$ cat src/design/jcls_map.svh
// Purpose: Constants for the TAP configuration load sequencer
// Assumes: Included by design files by bare name
// Notes: Counts are in test clock cycles unless named _CYC
`ifndef JCLS_MAP_SVH
`define JCLS_MAP_SVH
`define JCLS_RESET_TCKS 4'h5
`define JCLS_SEL_TCKS 4'h2
`define JCLS_IR_LEN 4'h5
`define JCLS_IR_CFG_IN 5'h05
`define JCLS_IR_START 5'h0c
`define JCLS_IR_BYPASS 5'h1f
`define JCLS_STARTUP_TCKS 8'h0e
`define JCLS_PAD_BASE 6'h20
`define JCLS_TCK_PERIOD_NS 16'h007d
`define JCLS_CLK_PERIOD_NS 16'h0005
`define JCLS_HALF_CYC 8'h0c
`endif

$ cat src/design/jcls_pkg.sv
// Purpose: Types for the TAP configuration load sequencer
// Assumes: Constants live in jcls_map.svh
// Notes: None
package jcls_pkg;
    typedef struct packed {
        logic tck;
        logic tms;
        logic tdi;
    } jcls_tap_t;
    typedef enum logic [3:0] {
        ST_IDLE, ST_RESET, ST_RTI, ST_SEL_IR, ST_CAP_IR, ST_SHIFT_IR,
        ST_SEL_DR, ST_CAP_DR, ST_PAD, ST_DATA, ST_STARTUP, ST_UPD_DR,
        ST_DONE
    } jcls_state_t;
endpackage

$ cat src/design/jcls_sequencer.sv
// Purpose: Drives a device chain through its TAP to load a bitstream
// Assumes: Bitstream words arrive MSB first on a valid/ready stream
// Notes: One target per load; startup launch goes to every device
//
// Function
// - Hold mode select high five test clocks after power-up to reset TAP.
// - Mode select low one clock to reach run-test/idle.
// - Mode select high two clocks to reach instruction-select.
// - Mode select low two clocks to enter instruction shift.
// - Configuration-input code low four bits shifted with mode select low.
// - Last instruction bit zero shifted with mode select high.
// - Mode select high two clocks after instruction load to data-select.
// - Mode select low two clocks to enter data shift.
// - Bitstream shifted MSB first, count minus one clocks, mode select low.
// - Final bitstream bit shifted with mode select high into exit1.
// - After update, high two clocks then low two to instruction shift; here one low clock to idle, launch is a later job.
// - Startup-launch code low bits shifted right-most first.
// - Last startup-launch bit zero with mode select high one clock.
// - Clock data shift at least twelve times; fourteen used here.
// - Update with mode select high then one low clock to idle.
// - Right-most printed instruction bit is shifted first.
// - Bitstream must choose test-clock startup; the user supplies it.
// - Load only one device per pass, never several at once.
// - Target gets configuration-input, all others get bypass.
// - Shift 32 minus position modulo 32 leading zeros before bitstream.
// - Chain positions count from zero at the first device.
// - Final launch goes to all devices then twelve-plus data clocks.
`timescale 1ns/1ps
`include "jcls_map.svh"
module jcls_sequencer (
    // Clock and reset
    input wire logic clk,
    input wire logic reset,
    input wire logic ce,
    // Job control
    input wire logic start,
    input wire logic launch,
    input wire logic [5:0] target_pos,
    input wire logic [5:0] chain_len,
    input wire logic [31:0] bit_count,
    output logic busy,
    output logic done,
    // Bitstream stream, 32-bit words MSB first
    input wire logic [31:0] bs_data,
    input wire logic bs_valid,
    output logic bs_ready,
    // TAP pins
    output jcls_pkg::jcls_tap_t tap,
    input wire logic tdo
);
    jcls_pkg::jcls_state_t st_ff, nxt_st;
    logic run;
    logic fall;
    logic tck_w;
    logic tms_ff, nxt_tms;
    logic tdi_ff, nxt_tdi;
    logic [31:0] cnt_ff, nxt_cnt;
    logic [31:0] left_ff, nxt_left;
    logic [31:0] word_ff, nxt_word;
    logic [5:0] wbit_ff, nxt_wbit;
    logic [5:0] pos_ff, nxt_pos;
    logic [5:0] tgt_ff, nxt_tgt;
    logic [5:0] len_ff, nxt_len;
    logic cfg_ff, nxt_cfg;
    logic busy_ff, nxt_busy;
    logic done_ff, nxt_done;
    logic rdy_ff, nxt_rdy;
    logic tdo_s1_ff, tdo_s2_ff;
    logic [5:0] ir_bits;
    logic [4:0] ir_code;
    logic [5:0] head_pos;
    logic [4:0] head_code;
    logic [5:0] pad;

    jcls_tck_gen u_tck (
        .clk(clk),
        .reset(reset),
        .ce(ce),
        .run(run),
        .tck(tck_w),
        .fall(fall)
    );

    assign run = busy_ff;

    // Device-side tdo is unused for loading; synchronised for later use
    always_ff @(posedge clk)
    begin
        if (reset)
        begin
            tdo_s1_ff <= 1'b0;
            tdo_s2_ff <= 1'b0;
        end
        else if (ce)
        begin
            tdo_s1_ff <= tdo;
            tdo_s2_ff <= tdo_s1_ff;
        end
    end

    // Devices after position zero: last device is shifted first
    assign ir_code = (cfg_ff && (pos_ff != tgt_ff)) ? `JCLS_IR_BYPASS
        : (cfg_ff ? `JCLS_IR_CFG_IN : `JCLS_IR_START);
    assign ir_bits = {2'b00, `JCLS_IR_LEN};
    // First bit of the next device's code; pos_ff still names the old one
    assign head_pos = (st_ff == jcls_pkg::ST_SHIFT_IR) ? pos_ff - 6'h01
        : len_ff - 6'h01;
    assign head_code = (cfg_ff && (head_pos != tgt_ff)) ? `JCLS_IR_BYPASS
        : (cfg_ff ? `JCLS_IR_CFG_IN : `JCLS_IR_START);
    // Modulo 32 is the low five bits of the position
    assign pad = `JCLS_PAD_BASE - {1'b0, tgt_ff[4:0]};

    always_comb
    begin
        nxt_st = st_ff;
        nxt_tms = tms_ff;
        nxt_tdi = tdi_ff;
        nxt_cnt = cnt_ff;
        nxt_left = left_ff;
        nxt_word = word_ff;
        nxt_wbit = wbit_ff;
        nxt_pos = pos_ff;
        nxt_tgt = tgt_ff;
        nxt_len = len_ff;
        nxt_cfg = cfg_ff;
        nxt_busy = busy_ff;
        nxt_done = 1'b0;
        nxt_rdy = 1'b0;
        case (st_ff)
        jcls_pkg::ST_IDLE:
        begin
            // One job at a time; starts ignored while busy
            if (start || launch)
            begin
                nxt_busy = 1'b1;
                nxt_cfg = start;
                nxt_tgt = target_pos;
                nxt_len = (chain_len == 6'h00) ? 6'h01 : chain_len;
                nxt_left = bit_count;
                nxt_st = jcls_pkg::ST_RESET;
                nxt_tms = 1'b1;
                nxt_cnt = 32'h0;
            end
        end
        default:
        begin
            if (fall)
            begin
                nxt_cnt = cnt_ff + 32'h1;
                case (st_ff)
                jcls_pkg::ST_RESET:
                begin
                    if (cnt_ff[3:0] == `JCLS_RESET_TCKS - 4'h1)
                    begin
                        nxt_tms = 1'b0;
                        nxt_cnt = 32'h0;
                        nxt_st = jcls_pkg::ST_RTI;
                    end
                end
                jcls_pkg::ST_RTI:
                begin
                    nxt_tms = 1'b1;
                    nxt_cnt = 32'h0;
                    nxt_st = jcls_pkg::ST_SEL_IR;
                end
                jcls_pkg::ST_SEL_IR:
                begin
                    if (cnt_ff[3:0] == `JCLS_SEL_TCKS - 4'h1)
                    begin
                        nxt_tms = 1'b0;
                        nxt_cnt = 32'h0;
                        nxt_st = jcls_pkg::ST_CAP_IR;
                    end
                end
                jcls_pkg::ST_CAP_IR:
                begin
                    if (cnt_ff[3:0] == `JCLS_SEL_TCKS - 4'h1)
                    begin
                        // Last device in the chain is shifted first
                        nxt_pos = len_ff - 6'h01;
                        nxt_wbit = 6'h00;
                        nxt_tdi = head_code[0];
                        nxt_cnt = 32'h0;
                        nxt_st = jcls_pkg::ST_SHIFT_IR;
                    end
                end
                jcls_pkg::ST_SHIFT_IR:
                begin
                    nxt_wbit = wbit_ff + 6'h01;
                    if (wbit_ff == ir_bits - 6'h01)
                    begin
                        if (pos_ff == 6'h00)
                        begin
                            nxt_tms = 1'b1;
                            nxt_cnt = 32'h0;
                            nxt_st = jcls_pkg::ST_SEL_DR;
                        end
                        else
                        begin
                            nxt_pos = pos_ff - 6'h01;
                            nxt_wbit = 6'h00;
                            nxt_tdi = head_code[0];
                        end
                    end
                    else
                    begin
                        // Bit after the current one, right-most first
                        nxt_tdi = ir_code[wbit_ff[2:0] + 3'h1];
                        // Final bit of the whole chain leaves shift
                        if (pos_ff == 6'h00 && wbit_ff == ir_bits - 6'h02)
                        begin
                            nxt_tms = 1'b1;
                        end
                    end
                end
                jcls_pkg::ST_SEL_DR:
                begin
                    // Exit1 rise already taken: update-ir, then select-dr
                    if (cnt_ff[3:0] == `JCLS_SEL_TCKS - 4'h1)
                    begin
                        nxt_tms = 1'b0;
                        nxt_cnt = 32'h0;
                        nxt_st = jcls_pkg::ST_CAP_DR;
                    end
                end
                jcls_pkg::ST_CAP_DR:
                begin
                    if (cnt_ff[3:0] == `JCLS_SEL_TCKS - 4'h1)
                    begin
                        nxt_cnt = 32'h0;
                        nxt_tdi = 1'b0;
                        nxt_st = cfg_ff ? jcls_pkg::ST_PAD
                            : jcls_pkg::ST_STARTUP;
                    end
                end
                jcls_pkg::ST_PAD:
                begin
                    // Needs the first word on hand before leaving padding
                    if (cnt_ff[5:0] >= pad - 6'h01 && bs_valid)
                    begin
                        nxt_word = bs_data;
                        nxt_rdy = 1'b1;
                        nxt_tdi = bs_data[31];
                        nxt_wbit = 6'h01;
                        nxt_tms = (left_ff == 32'h1);
                        nxt_left = left_ff - 32'h1;
                        nxt_st = jcls_pkg::ST_DATA;
                    end
                end
                jcls_pkg::ST_DATA:
                begin
                    if (left_ff == 32'h0)
                    begin
                        // The last bit's rise was already the exit1 clock
                        nxt_tms = 1'b1;
                        nxt_st = jcls_pkg::ST_UPD_DR;
                        nxt_cnt = 32'h1;
                    end
                    else if (wbit_ff[5])
                    begin
                        // Late data repeats the last bit: keep words ahead
                        if (bs_valid)
                        begin
                            nxt_word = bs_data;
                            nxt_rdy = 1'b1;
                            nxt_tdi = bs_data[31];
                            nxt_wbit = 6'h01;
                            nxt_tms = (left_ff == 32'h1);
                            nxt_left = left_ff - 32'h1;
                        end
                    end
                    else
                    begin
                        nxt_tdi = word_ff[5'h1f - wbit_ff[4:0]];
                        nxt_wbit = wbit_ff + 6'h01;
                        nxt_tms = (left_ff == 32'h1);
                        nxt_left = left_ff - 32'h1;
                    end
                end
                jcls_pkg::ST_STARTUP:
                begin
                    if (cnt_ff[7:0] == `JCLS_STARTUP_TCKS - 8'h01)
                    begin
                        nxt_tms = 1'b1;
                        nxt_cnt = 32'h0;
                        nxt_st = jcls_pkg::ST_UPD_DR;
                    end
                end
                jcls_pkg::ST_UPD_DR:
                begin
                    // Exit1 then update with mode select high
                    if (cnt_ff[3:0] == 4'h1)
                    begin
                        // Launch only ever comes from a later job
                        nxt_cnt = 32'h0;
                        nxt_tms = 1'b0;
                        nxt_st = jcls_pkg::ST_DONE;
                    end
                end
                jcls_pkg::ST_DONE:
                begin
                    nxt_busy = 1'b0;
                    nxt_done = 1'b1;
                    nxt_st = jcls_pkg::ST_IDLE;
                end
                default:
                begin
                    nxt_st = jcls_pkg::ST_IDLE;
                end
                endcase
            end
        end
        endcase
    end

    always_ff @(posedge clk)
    begin
        if (reset)
        begin
            st_ff <= jcls_pkg::ST_IDLE;
            tms_ff <= 1'b1;
            tdi_ff <= 1'b0;
            cnt_ff <= 32'h0;
            left_ff <= 32'h0;
            word_ff <= 32'h0;
            wbit_ff <= 6'h00;
            pos_ff <= 6'h00;
            tgt_ff <= 6'h00;
            len_ff <= 6'h01;
            cfg_ff <= 1'b0;
            busy_ff <= 1'b0;
            done_ff <= 1'b0;
            rdy_ff <= 1'b0;
        end
        else if (ce)
        begin
            st_ff <= nxt_st;
            tms_ff <= nxt_tms;
            tdi_ff <= nxt_tdi;
            cnt_ff <= nxt_cnt;
            left_ff <= nxt_left;
            word_ff <= nxt_word;
            wbit_ff <= nxt_wbit;
            pos_ff <= nxt_pos;
            tgt_ff <= nxt_tgt;
            len_ff <= nxt_len;
            cfg_ff <= nxt_cfg;
            busy_ff <= nxt_busy;
            done_ff <= nxt_done;
            rdy_ff <= nxt_rdy;
        end
    end

    assign busy = busy_ff;
    assign done = done_ff;
    assign bs_ready = rdy_ff;
    assign tap = '{tck: tck_w, tms: tms_ff, tdi: tdi_ff};
endmodule

$ cat src/design/jcls_tck_gen.sv
// Purpose: Divides clk into the test clock and flags its falling edges
// Assumes: clk at 200 MHz; half period in clk cycles from the map
// Notes: Pins change on the falling edge, device samples on rising
`timescale 1ns/1ps
`include "jcls_map.svh"
module jcls_tck_gen (
    // Clock and reset
    input wire logic clk,
    input wire logic reset,
    input wire logic ce,
    // Control
    input wire logic run,
    // Strobes and clock
    output logic tck,
    output logic fall
);
    logic [7:0] cnt_ff;
    logic [7:0] nxt_cnt;
    logic tck_ff;
    logic nxt_tck;
    logic fall_ff;
    logic nxt_fall;

    always_comb
    begin
        nxt_cnt = cnt_ff;
        nxt_tck = tck_ff;
        nxt_fall = 1'b0;
        if (!run)
        begin
            nxt_cnt = 8'h00;
            nxt_tck = 1'b0;
        end
        else if (cnt_ff == `JCLS_HALF_CYC - 8'h01)
        begin
            nxt_cnt = 8'h00;
            nxt_tck = ~tck_ff;
            nxt_fall = tck_ff;
        end
        else
        begin
            nxt_cnt = cnt_ff + 8'h01;
        end
    end

    always_ff @(posedge clk)
    begin
        if (reset)
        begin
            cnt_ff <= 8'h00;
            tck_ff <= 1'b0;
            fall_ff <= 1'b0;
        end
        else if (ce)
        begin
            cnt_ff <= nxt_cnt;
            tck_ff <= nxt_tck;
            fall_ff <= nxt_fall;
        end
    end

    assign tck = tck_ff;
    assign fall = fall_ff;
endmodule

$ cat config.mk
export PLATFORM = sky130hd
export DESIGN_NAME = jcls_sequencer
export DESIGN_NICKNAME = d
export VERILOG_FILES = /design/src/design/jcls_pkg.sv /design/src/design/jcls_sequencer.sv /design/src/design/jcls_tck_gen.sv
export VERILOG_INCLUDE_DIRS = /design/src /design/src/design
export SDC_FILE = /design/constraint.sdc
export NUM_CORES = 1
export LEC_CHECK = 0
export BUFFER_PORTS_ARGS = -buffer_cell sky130_fd_sc_hd__buf_2
export CAP_MARGIN = 20
export CORE_MARGIN = 4
export CORE_UTILIZATION = 45
export CTS_CLUSTER_SIZE = 40
export DETAILED_ROUTE_END_ITERATION = 10
export PLACE_DENSITY = 0.64
export SLEW_MARGIN = 20
export SYNTH_ARGS = -nofsm -noshare
export SYNTH_HDL_FRONTEND = slang
export SYNTH_SLANG_ARGS = --single-unit
$ cat constraint.sdc
create_clock -name clk -period 3.94 [get_ports clk]
set_clock_uncertainty 0.1 [all_clocks]
set_input_delay 0 -clock clk [delete_from_list [all_inputs] [get_ports clk]]
set_output_delay 0 -clock clk [all_outputs]
set_load 0.01 [all_outputs]
==> out/summary.json <==
{
  "sta": {
    "finalMaxSlewViolations": 0,
    "max-slew-margin-rel": 0.342,
    "setup-violations-final": 0,
    "timing_worst_slew_pin_value_ns": 0.985,
    "fin_crit_ns": 3.62,
    "max_freq_ghz": 0.276,
    "rsz_0062_raised_after_global_routing": "no",
    "totalNegativeSetupSlack_ns": 0,
    "final_clock_period_utilization_by_the_worst_path": 0.919,
    "finalHoldViolations": 0
  },
  "drt": {
    "ratio_of_routed_vias_to_standard_cells": 5.69,
    "antenna_violating_nets_post_route": 0,
    "detail_route.wl_per_cell_microns": 15.9,
    "starting_drt_drc_count": 470,
    "wirelength_microns": 19000,
    "first_pass_iters": 5,
    "drcViolationCount": 0,
    "vias": 6794
  },
  "flow_run": {
    "max-cap-violations": 0
  },
  "global_route": {
    "global_route_wire_length_before_repair_microns": 31300,
    "grt_max_degree": 70,
    "grt.overflow.total": 0,
    "grt_pass1_vias": 6357,
    "antenna_violations_before_repair": 0,
    "gr-usage-all-layers": 0.229
  },
  "synthesis": {
    "synthDistinctLibCells": 70,
    "synthesis.instances": 843,
    "synthesis.nets": 941,
    "synth-seq-cells": 116,
    "synth-warning-count": 0,
    "post_synth.cell_area_avg_sq_um": 8.00,
    "postSynth.asyncResetShare": 0,
    "synth-edff-count": 0,
    "yosysSeqAreaShare": 0.345,
    "ys.flop_type": "sky130_fd_sc_hd__dfxtp_1",
    "syn-cell-area_sq_mm": 0.00674
  },
  "floorplanning": {
    "fp.coreArea_sq_mm": 0.0146,
    "die_x_microns": 130,
    "die_area_sq_mm": 0.0170,
    "io_pins": 89,
    "height_of_the_chip_microns": 130,
    "std_cell_rows": 44,
    "start_util": 0.462
  },
  "setup_path": {
    "critPathMaxStageDelay_ns": 0.62,
    "category_of_the_most_critical_setup_path": "reg -> reg",
    "setup.worst_path.start": "left_ff[8]$_SDFFE_PP0P_",
    "crit_chain": "or4_1 -> or3_4 -> or4_4 -> o211ai_4 -> buf_6 -> mux2i_1 -> nor2_1 -> dlygate4sd3_1",
    "worstPathBufferInverterCount": 2,
    "crit_path_max_fanout": 33,
    "cp_top_family": "simple AND/OR/NAND/NOR gates",
    "critical_path.slowest_cell": "sky130_fd_sc_hd__or4_4",
    "arrival_ns": 3.83,
    "crit_required_ns": 4.15,
    "worst_setup_path_start_kind": "flip-flop",
    "setup.worst_path.end_class": "flip-flop",
    "reg_to_reg_startpoint": "left_ff[8]$_SDFFE_PP0P_"
  },
  "finish": {
    "fin_area_sq_mm": 0.00873,
    "area_grow_syn2layout_pct": 29.6,
    "antenna_cells": 0,
    "n_fill_cell": 1268,
    "final_layout_size_suffix_gt1_frac": 0.157,
    "layout_nets": 1094
  },
  "cts": {
    "clock-root-buffer": "sky130_fd_sc_hd__clkbuf_16",
    "worst_skew_pair.late_latency_ns": 0.43,
    "cts.sink_count": 116,
    "maximum_root_to_sink_buffer_count": 2,
    "htree_levels": 4,
    "numCtsBuffers": 17,
    "cts_tree": "built",
    "clk_pin_slew_ns": 0.07
  },
  "placed_design": {
    "place.detailed.hpwl_microns": 12000,
    "portBuffers": 87,
    "detailed_place.area_sq_mm": 0.00723,
    "gp_routability_congestion": 0.844
  },
  "power_and_ir_drop": {
    "power_per_cell_area_mw_per_mm2": 412,
    "peakVddDrop_mv": 0.336,
    "power.leakage_nw": 3.60
  },
  "worst_hold_path": {
    "worst_hold_path_type": "in -> reg",
    "min_from": "bs_data[13]"
  },
  "status": {
    "run_status": "completed"
  }
}
[per-layer routing]
layer | track usage | vias to the layer above | share of wire
met1 | 0.308 | 3162 | 0.46
met4 | 0.0702 | 0 | 0.013
li1 | - | 3419 | -
met2 | 0.372 | 187 | 0.47
met3 | 0.0467 | 26 | 0.051
met5 | 0 | - | 0
[registers in the layout, summed over array words and instances (netlist names), 4 cells and up]
register / count
cnt_ff: 8
left_ff: 32
len_ff: 6
pos_ff: 6
st_ff: 4
tgt_ff: 6
u_tck.cnt_ff: 8
wbit_ff: 6
word_ff: 32
[per-stage QoR]
stage	instances	util	setup slack (ns)	power, mW	hold slack (ns)
after floorplan	843	-	0.931	1.89	0.0360
after global placement	1067	0.496	0.779	2.08	0.129
after detailed placement	1067	0.496	0.771	2.08	0.137
after CTS	1193	0.598	0.238	3.62	0.215
after global routing	1193	0.599	0.127	3.79	0.244
final	1193	0.599	0.319	3.60	0.223
[cells in the final DEF (no fill, tap or decap), types with 26 or more instances in the layout]
master	n
sky130_fd_sc_hd__a21oi_1	68
sky130_fd_sc_hd__buf_2	86
sky130_fd_sc_hd__dfxtp_1	116
sky130_fd_sc_hd__dlygate4sd3_1	94
sky130_fd_sc_hd__mux2i_1	41
sky130_fd_sc_hd__nand2_1	107
sky130_fd_sc_hd__nor2_1	97
sky130_fd_sc_hd__nor3_1	26
sky130_fd_sc_hd__o21ai_0	47
[power breakdown]
| group | switching [mW] | total, mW | internal [mW] |
|---|---|---|---|
| sequential | 0.0740 | 1.31 | 1.24 |
| combinational | 0.492 | 0.835 | 0.343 |
| clock | 0.616 | 1.45 | 0.837 |
[cells by family after synthesis]
family | after synthesis | synth area share
buffers and inverters | 80 | 0.0535
AND/OR/NAND/NOR | 335 | 0.236
adder cells (fa/ha/maj) | 15 | 0.0278
multiplexers | 52 | 0.0943
XOR/XNOR | 16 | 0.0208
AO/OA/AOI/OAI | 229 | 0.224
flip-flops | 116 | 0.345
[layout make-up]
class | instances | area [sq um] | share of cell area
Clock buffer | 18 | 439 | 0.0503
Clock inverter | 14 | 118 | 0.0135
Inverter | 19 | 71.3 | 0.00817
Multi-Input combinational cell | 647 | 4060 | 0.465
Sequential cell | 116 | 2320 | 0.266
Tap cell | 184 | 230 | 0.0264
Timing Repair Buffer | 195 | 1490 | 0.170
[what timing repair did]
action / in CTS / in global routing
setup buffers: 0 / 0
resized for setup: 0 / 1
hold buffers: 94 / 0
setup endpoints to repair: 0 / 1
hold endpoints to repair: 94 / 0
[worst min-delay path: stages]
cell,delay (ns)
sky130_fd_sc_hd__dlygate4sd3_1,0.51
sky130_fd_sc_hd__buf_2,0.09
sky130_fd_sc_hd__mux2i_1,0.05
sky130_fd_sc_hd__nor2_1,0.07
[synth_stat cells, types with 9 or more instances]
master	count	area [sq um]
sky130_fd_sc_hd__nand2_1	107	402
sky130_fd_sc_hd__o21ai_1	11	55.1
sky130_fd_sc_hd__dfxtp_1	116	2320
sky130_fd_sc_hd__mux4_2	9	203
sky130_fd_sc_hd__nor2_1	97	364
sky130_fd_sc_hd__xnor2_1	9	78.8
sky130_fd_sc_hd__clkbuf_1	46	173
sky130_fd_sc_hd__nand3_1	19	95.1
sky130_fd_sc_hd__nor4_1	9	56.3
sky130_fd_sc_hd__a21oi_1	68	340
sky130_fd_sc_hd__or3_1	9	56.3
sky130_fd_sc_hd__o211ai_1	13	97.6
sky130_fd_sc_hd__o21ai_0	47	235
sky130_fd_sc_hd__inv_1	19	71.3
sky130_fd_sc_hd__ha_1	15	188
sky130_fd_sc_hd__mux2i_1	41	410
sky130_fd_sc_hd__o41ai_1	9	78.8
sky130_fd_sc_hd__nand4_1	13	81.3
sky130_fd_sc_hd__nor3_1	26	130
[final timing paths]
check	to	slack (ns)	cells after the start
worst max-delay path	word_ff[30]$_SDFFE_PP0P_	0.32	8
worst min register to register	bs_ready$_SDFFE_PP0P_	0.37	2
worst min-delay path	word_ff[13]$_SDFFE_PP0P_	0.22	4
worst max register to register	word_ff[30]$_SDFFE_PP0P_	0.32	8
(Power assumes the default switching activity.)
